<file path="config.mk">
export PLATFORM = sky130hd
export DESIGN_NAME = reconfig_controller_flat
export DESIGN_NICKNAME = d
export VERILOG_FILES = /design/src/verilog/reconfig_pkg.sv /design/src/verilog/reconfig_mgmt_if.sv /design/src/verilog/reconfig_controller.sv /design/src/flat_wrapper.sv
export SDC_FILE = /design/constraint.sdc
export NUM_CORES = 1
export LEC_CHECK = 0
export ABC_AREA = 1
export BUFFER_PORTS_ARGS = -buffer_cell sky130_fd_sc_hd__buf_2
export CORE_MARGIN = 2
export CORE_UTILIZATION = 30
export CTS_CLUSTER_SIZE = 12
export DETAILED_ROUTE_END_ITERATION = 12
export GPL_ROUTABILITY_DRIVEN = 1
export SLEW_MARGIN = 20
export SYNTH_ARGS = -nofsm -noshare
export SYNTH_HDL_FRONTEND = slang
export SYNTH_SLANG_ARGS = --single-unit
</file>
<file path="constraint.sdc">
create_clock -name clock -period 1.6 [get_ports clock]
set_input_delay 0.08 -clock clock [delete_from_list [all_inputs] [get_ports clock]]
set_output_delay 0.08 -clock clock [all_outputs]
set_load 0.05 [all_outputs]
</file>
<file path="src/verilog/reconfig_pkg.sv">
// Purpose: shared constants for the reconfiguration controller and its host
// Assumes: 10 MHz management clock
// Notes: word addresses on the management port, byte offsets on APB
package reconfig_pkg;
	localparam int CLK_FREQ_HZ = 10_000_000;
	localparam int OC_TIME_US = 100;
	localparam int DCAL_TIME_US = 70;
	localparam int OC_CYCLES_PER_CH = OC_TIME_US * (CLK_FREQ_HZ / 1_000_000);
	localparam int DCAL_CYCLES_PER_CH = DCAL_TIME_US * (CLK_FREQ_HZ / 1_000_000);

	// management port word addresses
	localparam logic [6:0] A_LCH = 7'h08;
	localparam logic [6:0] A_PHYS = 7'h09;
	localparam logic [6:0] A_CSR = 7'h0A;
	localparam logic [6:0] A_OFFS = 7'h0B;
	localparam logic [6:0] A_DATA = 7'h0C;
	localparam logic [6:0] A_S_LCH = 7'h38;
	localparam logic [6:0] A_S_BASE = 7'h39;
	localparam logic [6:0] A_S_CSR = 7'h3A;
	localparam logic [6:0] A_S_OFFS = 7'h3B;
	localparam logic [6:0] A_S_DATA = 7'h3C;

	// control and status bit positions
	localparam int B_WRITE = 0;
	localparam int B_READ = 1;
	localparam int B_DIRECT = 2;
	localparam int B_BUSY = 8;
	localparam int B_ERR = 9;

	// feature class lives in offset[5:3]
	localparam logic [2:0] F_ANALOG = 3'h0;
	localparam logic [2:0] F_LOOPBACK = 3'h1;
	localparam logic [2:0] F_ADAPTIVE_EQUALIZATION = 3'h2;
	localparam logic [2:0] F_EYE = 3'h3;
	localparam logic [2:0] F_AUXILIARY_TRANSMIT_PLL = 3'h4;
	localparam logic [2:0] F_TXPLL_SWITCH = 3'h5;
	localparam logic [2:0] F_REFCLK = 3'h6;
	localparam logic [2:0] F_CHANNEL = 3'h7;

	// file entry: word with bit 15 set ends the file, else offset then data
	localparam int MIF_END_BIT = 15;
	localparam logic [31:0] MIF_WORD_BYTES = 32'h0000_0002;

	// host APB byte offsets
	localparam logic [7:0] H_CMD = 8'h00;
	localparam logic [7:0] H_ADDR = 8'h04;
	localparam logic [7:0] H_WDATA = 8'h08;
	localparam logic [7:0] H_RDATA = 8'h0C;
	localparam logic [7:0] H_STATUS = 8'h10;
endpackage

</file>
<file path="src/verilog/reconfig_mgmt_if.sv">
// Purpose: management port between embedded controller and reconfig controller
// Assumes: both ends on the same clock
// Notes: read data valid the cycle after the read strobe
`timescale 1ns/1ps
interface reconfig_mgmt_if;
	logic [6:0] mgmtAddress;
	logic [31:0] mgmtWritedata;
	logic [31:0] mgmtReaddata;
	logic mgmtWrite;
	logic mgmtRead;
	logic reconfigBusy;

	modport dev (
		input mgmtAddress,
		input mgmtWritedata,
		output mgmtReaddata,
		input mgmtWrite,
		input mgmtRead,
		output reconfigBusy
	);

	modport ctl (
		output mgmtAddress,
		output mgmtWritedata,
		input mgmtReaddata,
		output mgmtWrite,
		output mgmtRead,
		input reconfigBusy
	);
endinterface

</file>
<file path="src/verilog/reconfig_controller.sv">
// Purpose: reconfiguration controller, register mode and streamer mode
// Assumes: one clock, synchronous active-high reset, file memory on same clock
// Notes on behaviour
// - host starts reconfig by register reads/writes
// - management commands become per-interface bus transactions
// - streamer applies file updates to transceiver
// - file chosen by writes, then applied unattended
// - direct-write variant uses register reads/writes instead
// - loopback, equalization, eye, PLL tuning register-only
// - PLL switching/analog both; refclk, channel streamer-only
// - offset cancellation always runs once after reset
// - offset cancellation takes 100 us per channel
// - one interface per channel and per PLL
// - grouping list maps interfaces to PHY instances
// - channel/PLL option enables channel and PLL reconfig
// - PLL-only option enables PLL reconfig
// - analog option enables signal conditioning adjustments
// - duty cycle option adds duty cycle calibration
// - file master drives 32-bit byte address
// - file master reads 16-bit words with read strobe
// - file memory stalls with waitrequest when not ready
// - 7-bit word address, 32-bit data, read/write strobes
// - busy high during operations, host waits on it
//
// Implementation choices: the register offsets and register access over APB.
`timescale 1ns/1ps
module reconfig_controller #(
	parameter int NUM_CH = 2,
	parameter int NUM_PLL = 1,
	parameter int NUM_GROUPS = 0,
	parameter logic [63:0] GROUP_SIZES = 64'h0,
	parameter bit ENABLE_DCAL = 1'b1,
	parameter bit ENABLE_ANALOG = 1'b1,
	parameter bit ENABLE_CH_PLL = 1'b1,
	parameter bit ENABLE_PLL_ONLY = 1'b0,
	parameter int OC_CYCLES = reconfig_pkg::OC_CYCLES_PER_CH,
	parameter int DCAL_CYCLES = reconfig_pkg::DCAL_CYCLES_PER_CH,
	parameter int NUM_IF = NUM_CH + NUM_PLL
) (
	input wire logic clock,
	input wire logic reset,
	reconfig_mgmt_if.dev mgmt,
	output logic [31:0] mifAddress,
	output logic mifRead,
	input wire logic [15:0] mifReaddata,
	input wire logic mifWaitrequest,
	output logic [NUM_IF-1:0] xcvrWrite,
	output logic [NUM_IF-1:0] xcvrRead,
	output logic [5:0] xcvrAddress,
	output logic [15:0] xcvrWritedata,
	input wire logic [NUM_IF*16-1:0] xcvrReaddata
);
	typedef enum logic [6:0] {
		S_IDLE = 7'b0000001,
		S_CAL = 7'b0000010,
		S_XFER = 7'b0000100,
		S_F_ENTRY = 7'b0001000,
		S_F_DATA = 7'b0010000,
		S_APPLY = 7'b0100000,
		S_XDONE = 7'b1000000
	} state_t;

	typedef struct packed {
		state_t state;
		logic [9:0] lch;
		logic [5:0] offs;
		logic [15:0] data;
		logic [31:0] mifBase;
		logic errReg;
		logic errStr;
		logic direct;
		logic readOp;
		logic fromStream;
		logic dcalPhase;
		logic [23:0] calCnt;
		logic [31:0] rdata;
		logic busy;
		logic [31:0] mifAddr;
		logic mifRd;
		logic [NUM_IF-1:0] xWr;
		logic [NUM_IF-1:0] xRd;
		logic [5:0] xAddr;
		logic [15:0] xWdata;
	} ctl_t;

	ctl_t st_reg;
	ctl_t st_next;

	localparam logic [2:0] F_ANALOG_C = reconfig_pkg::F_ANALOG;
	localparam logic [2:0] F_TXPLL_C = reconfig_pkg::F_TXPLL_SWITCH;
	localparam logic [2:0] F_REFCLK_C = reconfig_pkg::F_REFCLK;
	localparam logic [2:0] F_CHANNEL_C = reconfig_pkg::F_CHANNEL;

	// physical address is {instance, index within instance}
	function automatic logic [9:0] physOf(input logic [9:0] l);
		logic [9:0] rem;
		logic [3:0] inst;
		rem = l;
		inst = 4'h0;
		for (int g = 0; g < NUM_GROUPS; g++) begin
			if (rem >= {2'b00, GROUP_SIZES[g*8 +: 8]} && g < NUM_GROUPS - 1) begin
				rem = rem - {2'b00, GROUP_SIZES[g*8 +: 8]};
				inst = inst + 4'h1;
			end
		end
		return {inst, rem[5:0]};
	endfunction

	function automatic logic builtIn(input logic [2:0] cls);
		case (cls)
			F_ANALOG_C: return ENABLE_ANALOG;
			F_TXPLL_C, F_REFCLK_C: return ENABLE_CH_PLL | ENABLE_PLL_ONLY;
			F_CHANNEL_C: return ENABLE_CH_PLL;
			default: return 1'b1;
		endcase
	endfunction

	function automatic logic regModeOk(input logic [2:0] cls);
		return builtIn(cls) && cls != F_REFCLK_C && cls != F_CHANNEL_C;
	endfunction

	function automatic logic streamOk(input logic [2:0] cls);
		return builtIn(cls) && (cls == F_ANALOG_C || cls >= F_TXPLL_C);
	endfunction

	function automatic logic [NUM_IF-1:0] selOf(input logic [9:0] l);
		logic [NUM_IF-1:0] s;
		s = '0;
		for (int i = 0; i < NUM_IF; i++) begin
			s[i] = (l == 10'(i));
		end
		return s;
	endfunction

	logic lchOk;
	logic wrCsr;
	logic wrScsr;
	logic mifTaken;

	always_comb begin
		st_next = st_reg;
		lchOk = st_reg.lch < 10'(NUM_IF);
		wrCsr = mgmt.mgmtWrite && mgmt.mgmtAddress == reconfig_pkg::A_CSR;
		wrScsr = mgmt.mgmtWrite && mgmt.mgmtAddress == reconfig_pkg::A_S_CSR;
		mifTaken = st_reg.mifRd && !mifWaitrequest;
		st_next.xWr = '0;
		st_next.xRd = '0;

		// register file; reads are answered even while busy
		if (mgmt.mgmtRead) begin
			case (mgmt.mgmtAddress)
				reconfig_pkg::A_LCH, reconfig_pkg::A_S_LCH: st_next.rdata = {22'h0, st_reg.lch};
				reconfig_pkg::A_PHYS: st_next.rdata = {22'h0, physOf(st_reg.lch)};
				reconfig_pkg::A_CSR: st_next.rdata = {22'h0, st_reg.errReg, st_reg.busy, 8'h00};
				reconfig_pkg::A_S_CSR: st_next.rdata = {22'h0, st_reg.errStr, st_reg.busy, 5'h00, st_reg.direct, 2'b00};
				reconfig_pkg::A_OFFS, reconfig_pkg::A_S_OFFS: st_next.rdata = {26'h0, st_reg.offs};
				reconfig_pkg::A_DATA, reconfig_pkg::A_S_DATA: st_next.rdata = {16'h0, st_reg.data};
				reconfig_pkg::A_S_BASE: st_next.rdata = st_reg.mifBase;
				default: st_next.rdata = 32'h0000_0000;
			endcase
		end

		// writes while busy are dropped; the host is expected to wait
		if (mgmt.mgmtWrite && !st_reg.busy) begin
			case (mgmt.mgmtAddress)
				reconfig_pkg::A_LCH, reconfig_pkg::A_S_LCH: st_next.lch = mgmt.mgmtWritedata[9:0];
				reconfig_pkg::A_OFFS, reconfig_pkg::A_S_OFFS: st_next.offs = mgmt.mgmtWritedata[5:0];
				reconfig_pkg::A_DATA, reconfig_pkg::A_S_DATA: st_next.data = mgmt.mgmtWritedata[15:0];
				reconfig_pkg::A_S_BASE: st_next.mifBase = mgmt.mgmtWritedata;
				reconfig_pkg::A_S_CSR: st_next.direct = mgmt.mgmtWritedata[reconfig_pkg::B_DIRECT];
				default: ;
			endcase
		end

		case (st_reg.state)
			S_IDLE: begin
				if (wrCsr && !st_reg.busy && (mgmt.mgmtWritedata[reconfig_pkg::B_WRITE] ||
						mgmt.mgmtWritedata[reconfig_pkg::B_READ])) begin
					if (lchOk && regModeOk(st_reg.offs[5:3])) begin
						st_next.errReg = 1'b0;
						st_next.readOp = mgmt.mgmtWritedata[reconfig_pkg::B_READ];
						st_next.fromStream = 1'b0;
						st_next.state = S_XFER;
					end else begin
						st_next.errReg = 1'b1;
					end
				end else if (wrScsr && !st_reg.busy && mgmt.mgmtWritedata[reconfig_pkg::B_WRITE]) begin
					st_next.errStr = 1'b0;
					st_next.direct = mgmt.mgmtWritedata[reconfig_pkg::B_DIRECT];
					if (!lchOk) begin
						st_next.errStr = 1'b1;
					end else if (mgmt.mgmtWritedata[reconfig_pkg::B_DIRECT]) begin
						if (streamOk(st_reg.offs[5:3])) begin
							st_next.readOp = 1'b0;
							st_next.fromStream = 1'b0;
							st_next.state = S_XFER;
						end else begin
							st_next.errStr = 1'b1;
						end
					end else begin
						st_next.mifAddr = st_reg.mifBase;
						st_next.mifRd = 1'b1;
						st_next.state = S_F_ENTRY;
					end
				end
			end
			S_CAL: begin
				// offset cancellation first, then duty cycle calibration if built
				if (st_reg.calCnt == 24'h000001) begin
					if (ENABLE_DCAL && !st_reg.dcalPhase) begin
						st_next.dcalPhase = 1'b1;
						st_next.calCnt = 24'(DCAL_CYCLES * NUM_CH);
					end else begin
						st_next.state = S_IDLE;
					end
				end else begin
					st_next.calCnt = st_reg.calCnt - 24'h000001;
				end
			end
			S_XFER: begin
				st_next.xAddr = st_reg.offs;
				st_next.xWdata = st_reg.data;
				st_next.xWr = st_reg.readOp ? '0 : selOf(st_reg.lch);
				st_next.xRd = st_reg.readOp ? selOf(st_reg.lch) : '0;
				st_next.state = S_XDONE;
			end
			S_XDONE: begin
				if (st_reg.readOp) begin
					st_next.data = xcvrReaddata[st_reg.lch[5:0]*16 +: 16];
				end
				st_next.state = st_reg.fromStream ? S_F_ENTRY : S_IDLE;
				st_next.mifRd = st_reg.fromStream;
			end
			S_F_ENTRY: begin
				if (mifTaken) begin
					st_next.mifAddr = st_reg.mifAddr + reconfig_pkg::MIF_WORD_BYTES;
					if (mifReaddata[reconfig_pkg::MIF_END_BIT]) begin
						st_next.mifRd = 1'b0;
						st_next.state = S_IDLE;
					end else begin
						st_next.offs = mifReaddata[5:0];
						st_next.state = S_F_DATA;
					end
				end
			end
			S_F_DATA: begin
				if (mifTaken) begin
					st_next.mifAddr = st_reg.mifAddr + reconfig_pkg::MIF_WORD_BYTES;
					st_next.mifRd = 1'b0;
					st_next.data = mifReaddata;
					st_next.state = S_APPLY;
				end
			end
			S_APPLY: begin
				// disallowed entries are skipped and flagged, the rest still apply
				if (streamOk(st_reg.offs[5:3])) begin
					st_next.readOp = 1'b0;
					st_next.fromStream = 1'b1;
					st_next.state = S_XFER;
				end else begin
					st_next.errStr = 1'b1;
					st_next.mifRd = 1'b1;
					st_next.state = S_F_ENTRY;
				end
			end
			default: st_next.state = S_IDLE;
		endcase

		st_next.busy = st_next.state != S_IDLE;
	end

	always_ff @(posedge clock) begin
		if (reset) begin
			st_reg <= '0;
			st_reg.state <= S_CAL;
			st_reg.calCnt <= 24'(OC_CYCLES * NUM_CH);
			st_reg.busy <= 1'b1;
		end else begin
			st_reg <= st_next;
		end
	end

	assign mgmt.mgmtReaddata = st_reg.rdata;
	assign mgmt.reconfigBusy = st_reg.busy;
	assign mifAddress = st_reg.mifAddr;
	assign mifRead = st_reg.mifRd;
	assign xcvrWrite = st_reg.xWr;
	assign xcvrRead = st_reg.xRd;
	assign xcvrAddress = st_reg.xAddr;
	assign xcvrWritedata = st_reg.xWdata;
endmodule

</file>
<file path="src/flat_wrapper.sv">
// flat-port wrapper written by rule: the top's interface ports become plain ports
module reconfig_controller_flat 
#(
	parameter int NUM_CH = 2,
	parameter int NUM_PLL = 1,
	parameter int NUM_GROUPS = 0,
	parameter logic [63:0] GROUP_SIZES = 64'h0,
	parameter bit ENABLE_DCAL = 1'b1,
	parameter bit ENABLE_ANALOG = 1'b1,
	parameter bit ENABLE_CH_PLL = 1'b1,
	parameter bit ENABLE_PLL_ONLY = 1'b0,
	parameter int OC_CYCLES = reconfig_pkg::OC_CYCLES_PER_CH,
	parameter int DCAL_CYCLES = reconfig_pkg::DCAL_CYCLES_PER_CH,
	parameter int NUM_IF = NUM_CH + NUM_PLL
)
  (clock, reset, mifAddress, mifRead, mifReaddata, mifWaitrequest, xcvrWrite, xcvrRead, xcvrAddress, xcvrWritedata, xcvrReaddata, mgmt_mgmtAddress, mgmt_mgmtWritedata, mgmt_mgmtReaddata, mgmt_mgmtWrite, mgmt_mgmtRead, mgmt_reconfigBusy);
  reconfig_mgmt_if mgmt_i ();
  input wire logic clock;
  input wire logic reset;
  output logic [31:0] mifAddress;
  output logic mifRead;
  input wire logic [15:0] mifReaddata;
  input wire logic mifWaitrequest;
  output logic [NUM_IF-1:0] xcvrWrite;
  output logic [NUM_IF-1:0] xcvrRead;
  output logic [5:0] xcvrAddress;
  output logic [15:0] xcvrWritedata;
  input wire logic [NUM_IF*16-1:0] xcvrReaddata;
  input wire logic [$bits(mgmt_i.mgmtAddress)-1:0] mgmt_mgmtAddress;
  input wire logic [$bits(mgmt_i.mgmtWritedata)-1:0] mgmt_mgmtWritedata;
  output wire logic [$bits(mgmt_i.mgmtReaddata)-1:0] mgmt_mgmtReaddata;
  input wire logic [$bits(mgmt_i.mgmtWrite)-1:0] mgmt_mgmtWrite;
  input wire logic [$bits(mgmt_i.mgmtRead)-1:0] mgmt_mgmtRead;
  output wire logic [$bits(mgmt_i.reconfigBusy)-1:0] mgmt_reconfigBusy;
  assign mgmt_i.mgmtAddress = mgmt_mgmtAddress;
  assign mgmt_i.mgmtWritedata = mgmt_mgmtWritedata;
  assign mgmt_mgmtReaddata = mgmt_i.mgmtReaddata;
  assign mgmt_i.mgmtWrite = mgmt_mgmtWrite;
  assign mgmt_i.mgmtRead = mgmt_mgmtRead;
  assign mgmt_reconfigBusy = mgmt_i.reconfigBusy;
  reconfig_controller #(.NUM_CH(NUM_CH), .NUM_PLL(NUM_PLL), .NUM_GROUPS(NUM_GROUPS), .GROUP_SIZES(GROUP_SIZES), .ENABLE_DCAL(ENABLE_DCAL), .ENABLE_ANALOG(ENABLE_ANALOG), .ENABLE_CH_PLL(ENABLE_CH_PLL), .ENABLE_PLL_ONLY(ENABLE_PLL_ONLY), .OC_CYCLES(OC_CYCLES), .DCAL_CYCLES(DCAL_CYCLES), .NUM_IF(NUM_IF)) u_core (.clock(clock), .reset(reset), .mgmt(mgmt_i), .mifAddress(mifAddress), .mifRead(mifRead), .mifReaddata(mifReaddata), .mifWaitrequest(mifWaitrequest), .xcvrWrite(xcvrWrite), .xcvrRead(xcvrRead), .xcvrAddress(xcvrAddress), .xcvrWritedata(xcvrWritedata), .xcvrReaddata(xcvrReaddata));
endmodule
</file>
; After elaboration in Yosys (flattened, before gate mapping)
; Cells that the tools add are included.
[classes]
add_sub_neg = 2
n_lt_le_gt_ge = 2
eq_ne = 38
shift = 1
muxes = 62
n_bitwise = 2
reduce_logical = 36
[ops]
columns = op, count
row1 = 32-bit case mux with 7 select lines, 1
row2 = 33-bit 2-to-1 mux, 6
row3 = 32-bit case mux with 3 select lines, 1
row4 = 7-bit 2-to-1 mux, 10
row5 = 54-bit 2-to-1 mux, 1
row6 = 7-bit case mux with 7 select lines, 1
row7 = 16-bit 2-to-1 mux, 3
row8 = 24-bit 2-to-1 mux, 2
row9 = 48-bit by 11-bit indexed part select with 16-bit output, 1
row10 = "7-bit by 4-bit equality test with 1-bit output, second input constant", 6
row11 = "7-bit by 6-bit equality test with 1-bit output, second input constant", 6
row12 = "32-bit by 2-bit adder with 32-bit output, second input constant", 1
row13 = 32-bit 2-to-1 mux, 1
row14 = 16-bit case mux with 2 select lines, 1
row15 = "24-bit by 1-bit equality test with 1-bit output, second input constant", 1
row16 = 6-bit 2-to-1 mux, 4
row17 = "24-bit by 1-bit subtractor with 24-bit output, second input constant", 1
row18 = 1-bit 2-to-1 mux, 17
row19 = 2-bit 2-to-1 mux, 7
row20 = 7-bit AND reduction, 2
row21 = 1-bit logical AND, 13
row22 = 4-bit 2-to-1 mux, 3
row23 = "10-bit by 1-bit equality test with 1-bit output, second input constant", 1
row24 = "10-bit by 2-bit equality test with 1-bit output, second input constant", 1
row25 = 30 further kinds, 52
[totals]
ff_bits = 195
inputBits = 108
output_inout_bits = 94
wordCells = 163

; Logic depth before layout (Yosys ltp)
[depth]
depth_word = 15
ltp_mapped = 13
depth_no_buf = 13

; Worst setup path before layout
; OpenSTA, ideal clock, no wires.
[synth_path]
path_type = register to register
from = reg u_core.st_reg, in the netlist u_core.mifRead
to = reg u_core.st_reg, in the netlist u_core.mifAddress[21]
setup_time_ns = 0.071
arrival_time_ns = 1.797
required_time_ns = 1.529
path_slack_ns = -0.268
path_stages_with_launch = 13
path_buffers = 2
period_less_slack_ns = 1.868
cell_sequence = dfxtp_1 inv_1 nor2_2 inv_1 nand2_2 nand2_1 nor2_2 inv_2 nor2_2 buf_6 buf_12 nand2_2 a21oi_2
[synth_between]
elab_chain_len = 3
word_cells_on_any_way = 4
cone_classes = eq/ne: 2 / reduce/logical: 2
[synth_lines]
columns = element, line_no
row1 = from (decl), reconfig_controller.sv:86  ; ctl_t st_reg;
row2 = from (signal assigned), reconfig_controller.sv:279  ; st_reg <= st_next;
row3 = 1-bit logical AND *, reconfig_controller.sv:145  ; mifTaken = st_reg.mifRd && !mifWaitrequest;
row4 = 2-bit by 1-bit != test with 1-bit output (no line), --
row5 = 7-bit AND reduction (no line) *, --
; Mark *: on every way between the ends. The rest lies on a longest branch, timed or not.
; A chain may end at the register's enable or synchronous reset.

; Final worst setup path
[layout_path]
from = reg u_core.st_reg[190] (netlist name)
to = reg u_core.st_reg, in the netlist u_core.mifAddress[17]
[layout_between]
elab_chain_len = 3
word_cells_on_any_way = 12
cone_classes = eq/ne: 9 / mux: 1 / reduce/logical: 2
[layout_lines]
columns = element, line_no
row1 = 7-bit by 1-bit equality test with 1-bit output (tied with other cells), reconfig_controller.sv:175  ; case (st_reg.state)
row2 = 2-bit by 1-bit != test with 1-bit output (no line) (tied with other cells), --
row3 = 7-bit AND reduction (no line), --
; Several ways; a longest one is shown, not always the timed one.

==> summary by stage <==
STA
The worst setup skew after layout is 0.0153 ns. The highest achievable clock rate is 0.573 GHz. The actual transition at the worst max-transition pin is 0.485 ns. The count of endpoints failing setup in the final report is 66. The worst setup slack after layout is -0.146 ns. Setup repair after global routing could not meet its margin everywhere. The number of pins exceeding their max-slew limit in the final report is 0. The worst-case hold slack is 0.0182 ns. After layout, the minimum clock period comes to 1.75 ns. The final count of hold timing violations is 0. The share of the clock period used by the worst path after layout is 109%. The worst slew margin relative to its limit is 67.6%.

Synthesis
Dividing the synthesized area by the synthesized cell count gives 6.43 um2. The post-synthesis cell type count is 42. After synthesis the netlist holds a flip-flop and latch count of 195. By area the synthesized netlist is led by dfxtp_1 35%, nand2_1 18%, a21oi_1 7.4%, nor2_1 7.0%, buf_4 6.7%. Counting flops with a built-in enable in the synthesized netlist gives 0. The area of the mapped netlist is 11200 um2. Of all flip-flops after synthesis, the portion carrying an async set or reset was 0%. The area share of the largest cell type after synthesis is 35.0%.

Counting every net in the synthesized netlist gives 1846. After technology mapping, the gate count stands at 1735. Summed over all instances, the cell type with the most area after synthesis is dfxtp_1. The part of the Yosys area used for sequential elements is 35.0%.

Among all flip-flop cells after synthesis, the most frequent one is dfxtp_1. The Yosys step of the flow raised 0 warnings.

Global route
The combined global-route utilization of all metal layers is 20.9%. The largest net degree at the start of global routing is 68. The total congestion overflow is 0. The number of global-route vias before repair is 11544. The global-route wire length before repair is 63000 um. The initial antenna violation count is 0.

Placement
The half-perimeter wire length of the detailed placement result is 30600 um. Routability-driven placement finished with a final weighted congestion of 0.930. Prior to clock tree synthesis, the placed netlist has a worst setup slack of -0.188 ns. During placement, the flow inserted port buffers numbering 201.

Pwr
Power spread over the standard cell area amounts to 766 nW/um2. The worst IR drop on VDD is 0.672 mV. In this run, the combinational gates consume 21.4% of the power. Internal power comes to 8390 uW. The sequential power share is 41.9%. The proportion of power drawn by the clock network is 36.7%. For this design the static power due to leakage is 0.00674 uW. Of the total power, the share spent switching nets is 30.8%. The analysis attributes to net switching a power of 3730 uW.

Drt
The pre-antenna-repair detailed-routing pass consisted of 5 iterations. The per-cell routed wire length is 16.7 um. The remaining routing DRC violations is 0. The total routed wirelength is 42300 um. The first routing iteration left 1053 violations. The count of antenna-violating nets left after detailed routing is 0. The final route contains 12500 vias.

After detailed routing, the number of vias per cell comes to 4.93.

Setup path
The worst setup path is of the flop to flop kind. STA classifies the critical path startpoint as a flop. The critical path endpoint category is a flop. The largest fanout on the critical path is 7. For the worst setup path, the data required time is 1.92 ns. Data arrives at the worst endpoint at 2.07 ns.

Run status
The run finished, with violations left. The checks that failed: setup timing.

Finish
The most common cell after layout, fill and taps aside is nand2_1. The filler cell count in the final layout is 3707. The number of flip-flops under the largest register name is 101. The area growth from synthesis to layout is 41.8%.

The end-of-flow core utilization is 43.2%. After the last flow step, the layout net total stands at 2165. In the final layout, the share of cells above drive strength 1 is 35.1%. Leaving out fill and tap cells, the most frequent cells in the layout are 471 x nand2_1, 200 x buf_2, 181 x buf_4, 175 x dfxtp_1, 147 x nor2_1.

Clock tree
The number of H-tree levels is 4. The CTS clock-pin slew for the worst setup and hold paths is 0.09 ns. TritonCTS built the clock tree. The number of buffers between clock root and the deepest sink is 2. Clock tree synthesis selected as its root buffer the cell clkbuf_16. The tree built by TritonCTS fans out to 195 sinks. The clock latency reported for the late side of the worst-skew pair is 0.46 ns. Buffers inserted during clock tree synthesis total 17.

Floorplanning
The height of the die is 197 um. The area of the core is 36600 um2. Pin placement for this block handled 202 I/O pins.

The floorplan step set the die width to 197 um. The number of cell rows is 70. The area of the die is 38800 um2. The initial utilization of the core area, before any placement, comes to 30.5%.

Flow run
Max-cap violations in this run came to 0.

Worst hold path
The min-delay analysis places its worst path in the category input pin to flop.
==> per-layer routing <==
metal  up-vias  share of wire [%]  global-route usage [%]
met1      5804                 44                    27.7
met3        74                6.1                    2.86
met4         0                2.9                    6.93
met5         -                  0                       0
met2       466                 47                    34.9
li1       6156                  -                       -
==> final timing paths <==
| path | startpoint | to | slack [ns] | cells after the start |
|---|---|---|---|---|
| worst max-delay path | u_core.st_reg[190]$_SDFF_PP0_ | u_core.mifAddress[17]$_SDFFE_PP0P_ | -0.15 | 11 |
| worst max register to register | u_core.st_reg[190]$_SDFF_PP0_ | u_core.mifAddress[17]$_SDFFE_PP0P_ | -0.15 | 11 |
| worst min register to register | u_core.mgmt.mgmtReaddata[6]$_SDFFE_PP0P_ | u_core.mgmt.mgmtReaddata[6]$_SDFFE_PP0P_ | 0.47 | 2 |
| worst min-delay path | reset | u_core.st_reg[189]$_SDFF_PP1_ | 0.02 | 3 |
==> power by group through the flow <==
stage	sequential [uW]	clock [uW]	combinational (uW)
2_1_floorplan	5190	0	935
3_3_place_gp	5150	0	1800
3_5_place_dp	5150	0	1820
4_1_cts	5060	4520	2040
5_1_grt	5090	4710	2770
6_report	5070	4450	2600
==> worst max-delay path, cell delays in order (launching register included) <==
cell and delay [ns]:
dfxtp_4 0.37, nor2_4 0.20, nand2_4 0.10, nor2_4 0.15, nor2_4 0.06, nand2_4 0.10, nand2_4 0.05, nor2_4 0.16
nand2_8 0.10, clkbuf_16 0.19, nand2_1 0.06, a21oi_1 0.05
==> through the flow <==
step	total power, uW	area (um2)	setup TNS (ns)	cells
6_report	12100	15800	-6.29	2536
5_1_grt	12600	15800	-12.32	2535
4_1_cts	11600	14900	-1.39	2525
3_5_place_dp	6970	13300	-5.27	2424
3_3_place_gp	6940	13300	-2.53	2424
2_1_floorplan	6130	11200	0	1735
==> logic make-up after synthesis <==
| family | Yosys count | share of synthesized area, % |
|---|---|---|
| simple gates | 934 | 35.3 |
| compound gates | 310 | 14.6 |
| buf+inv | 273 | 13.2 |
| flops | 195 | 35.0 |
| xor+xnor | 20 | 1.57 |
| fa+ha+maj | 3 | 0.336 |
==> Yosys cell counts (all sizes together) (2+ instances only) <==
cell type and count:
nor3 10, xor2 15, xnor2 5, buf 129, o21bai 2, a31oi 6
o211ai 5, inv 107, dfxtp 195, nand3 99, and3 2, nand4 26
clkbuf 36, o22ai 6, nand3b 15, ha 3, o21ai 111, nand2 554
o221ai 2, nor2 222, or2 4, a21oi 176
==> timing repair <==
item	4_1_cts	5_1_grt
cloned	5	5
hold buffers	45	0
buffers inserted	19	8
pin swaps	8	76
hold endpoints to repair	50	0
gates resized for setup	101	236
endpoints found under the setup margin	75	115
==> cell type report <==
| class | count | area (um2) | area share [%] |
|---|---|---|---|
| antenna | 1 | 2.50 | 0.0158 |
| clock buffer | 21 | 492 | 3.11 |
| clock inverter | 11 | 111 | 0.704 |
| inverter | 108 | 429 | 2.71 |
| multi-input combinational | 1267 | 6740 | 42.6 |
| sequential | 195 | 3940 | 24.9 |
| tap | 468 | 586 | 3.70 |
| timing repair buffer | 465 | 3520 | 22.2 |
(Power assumes the default switching activity.)
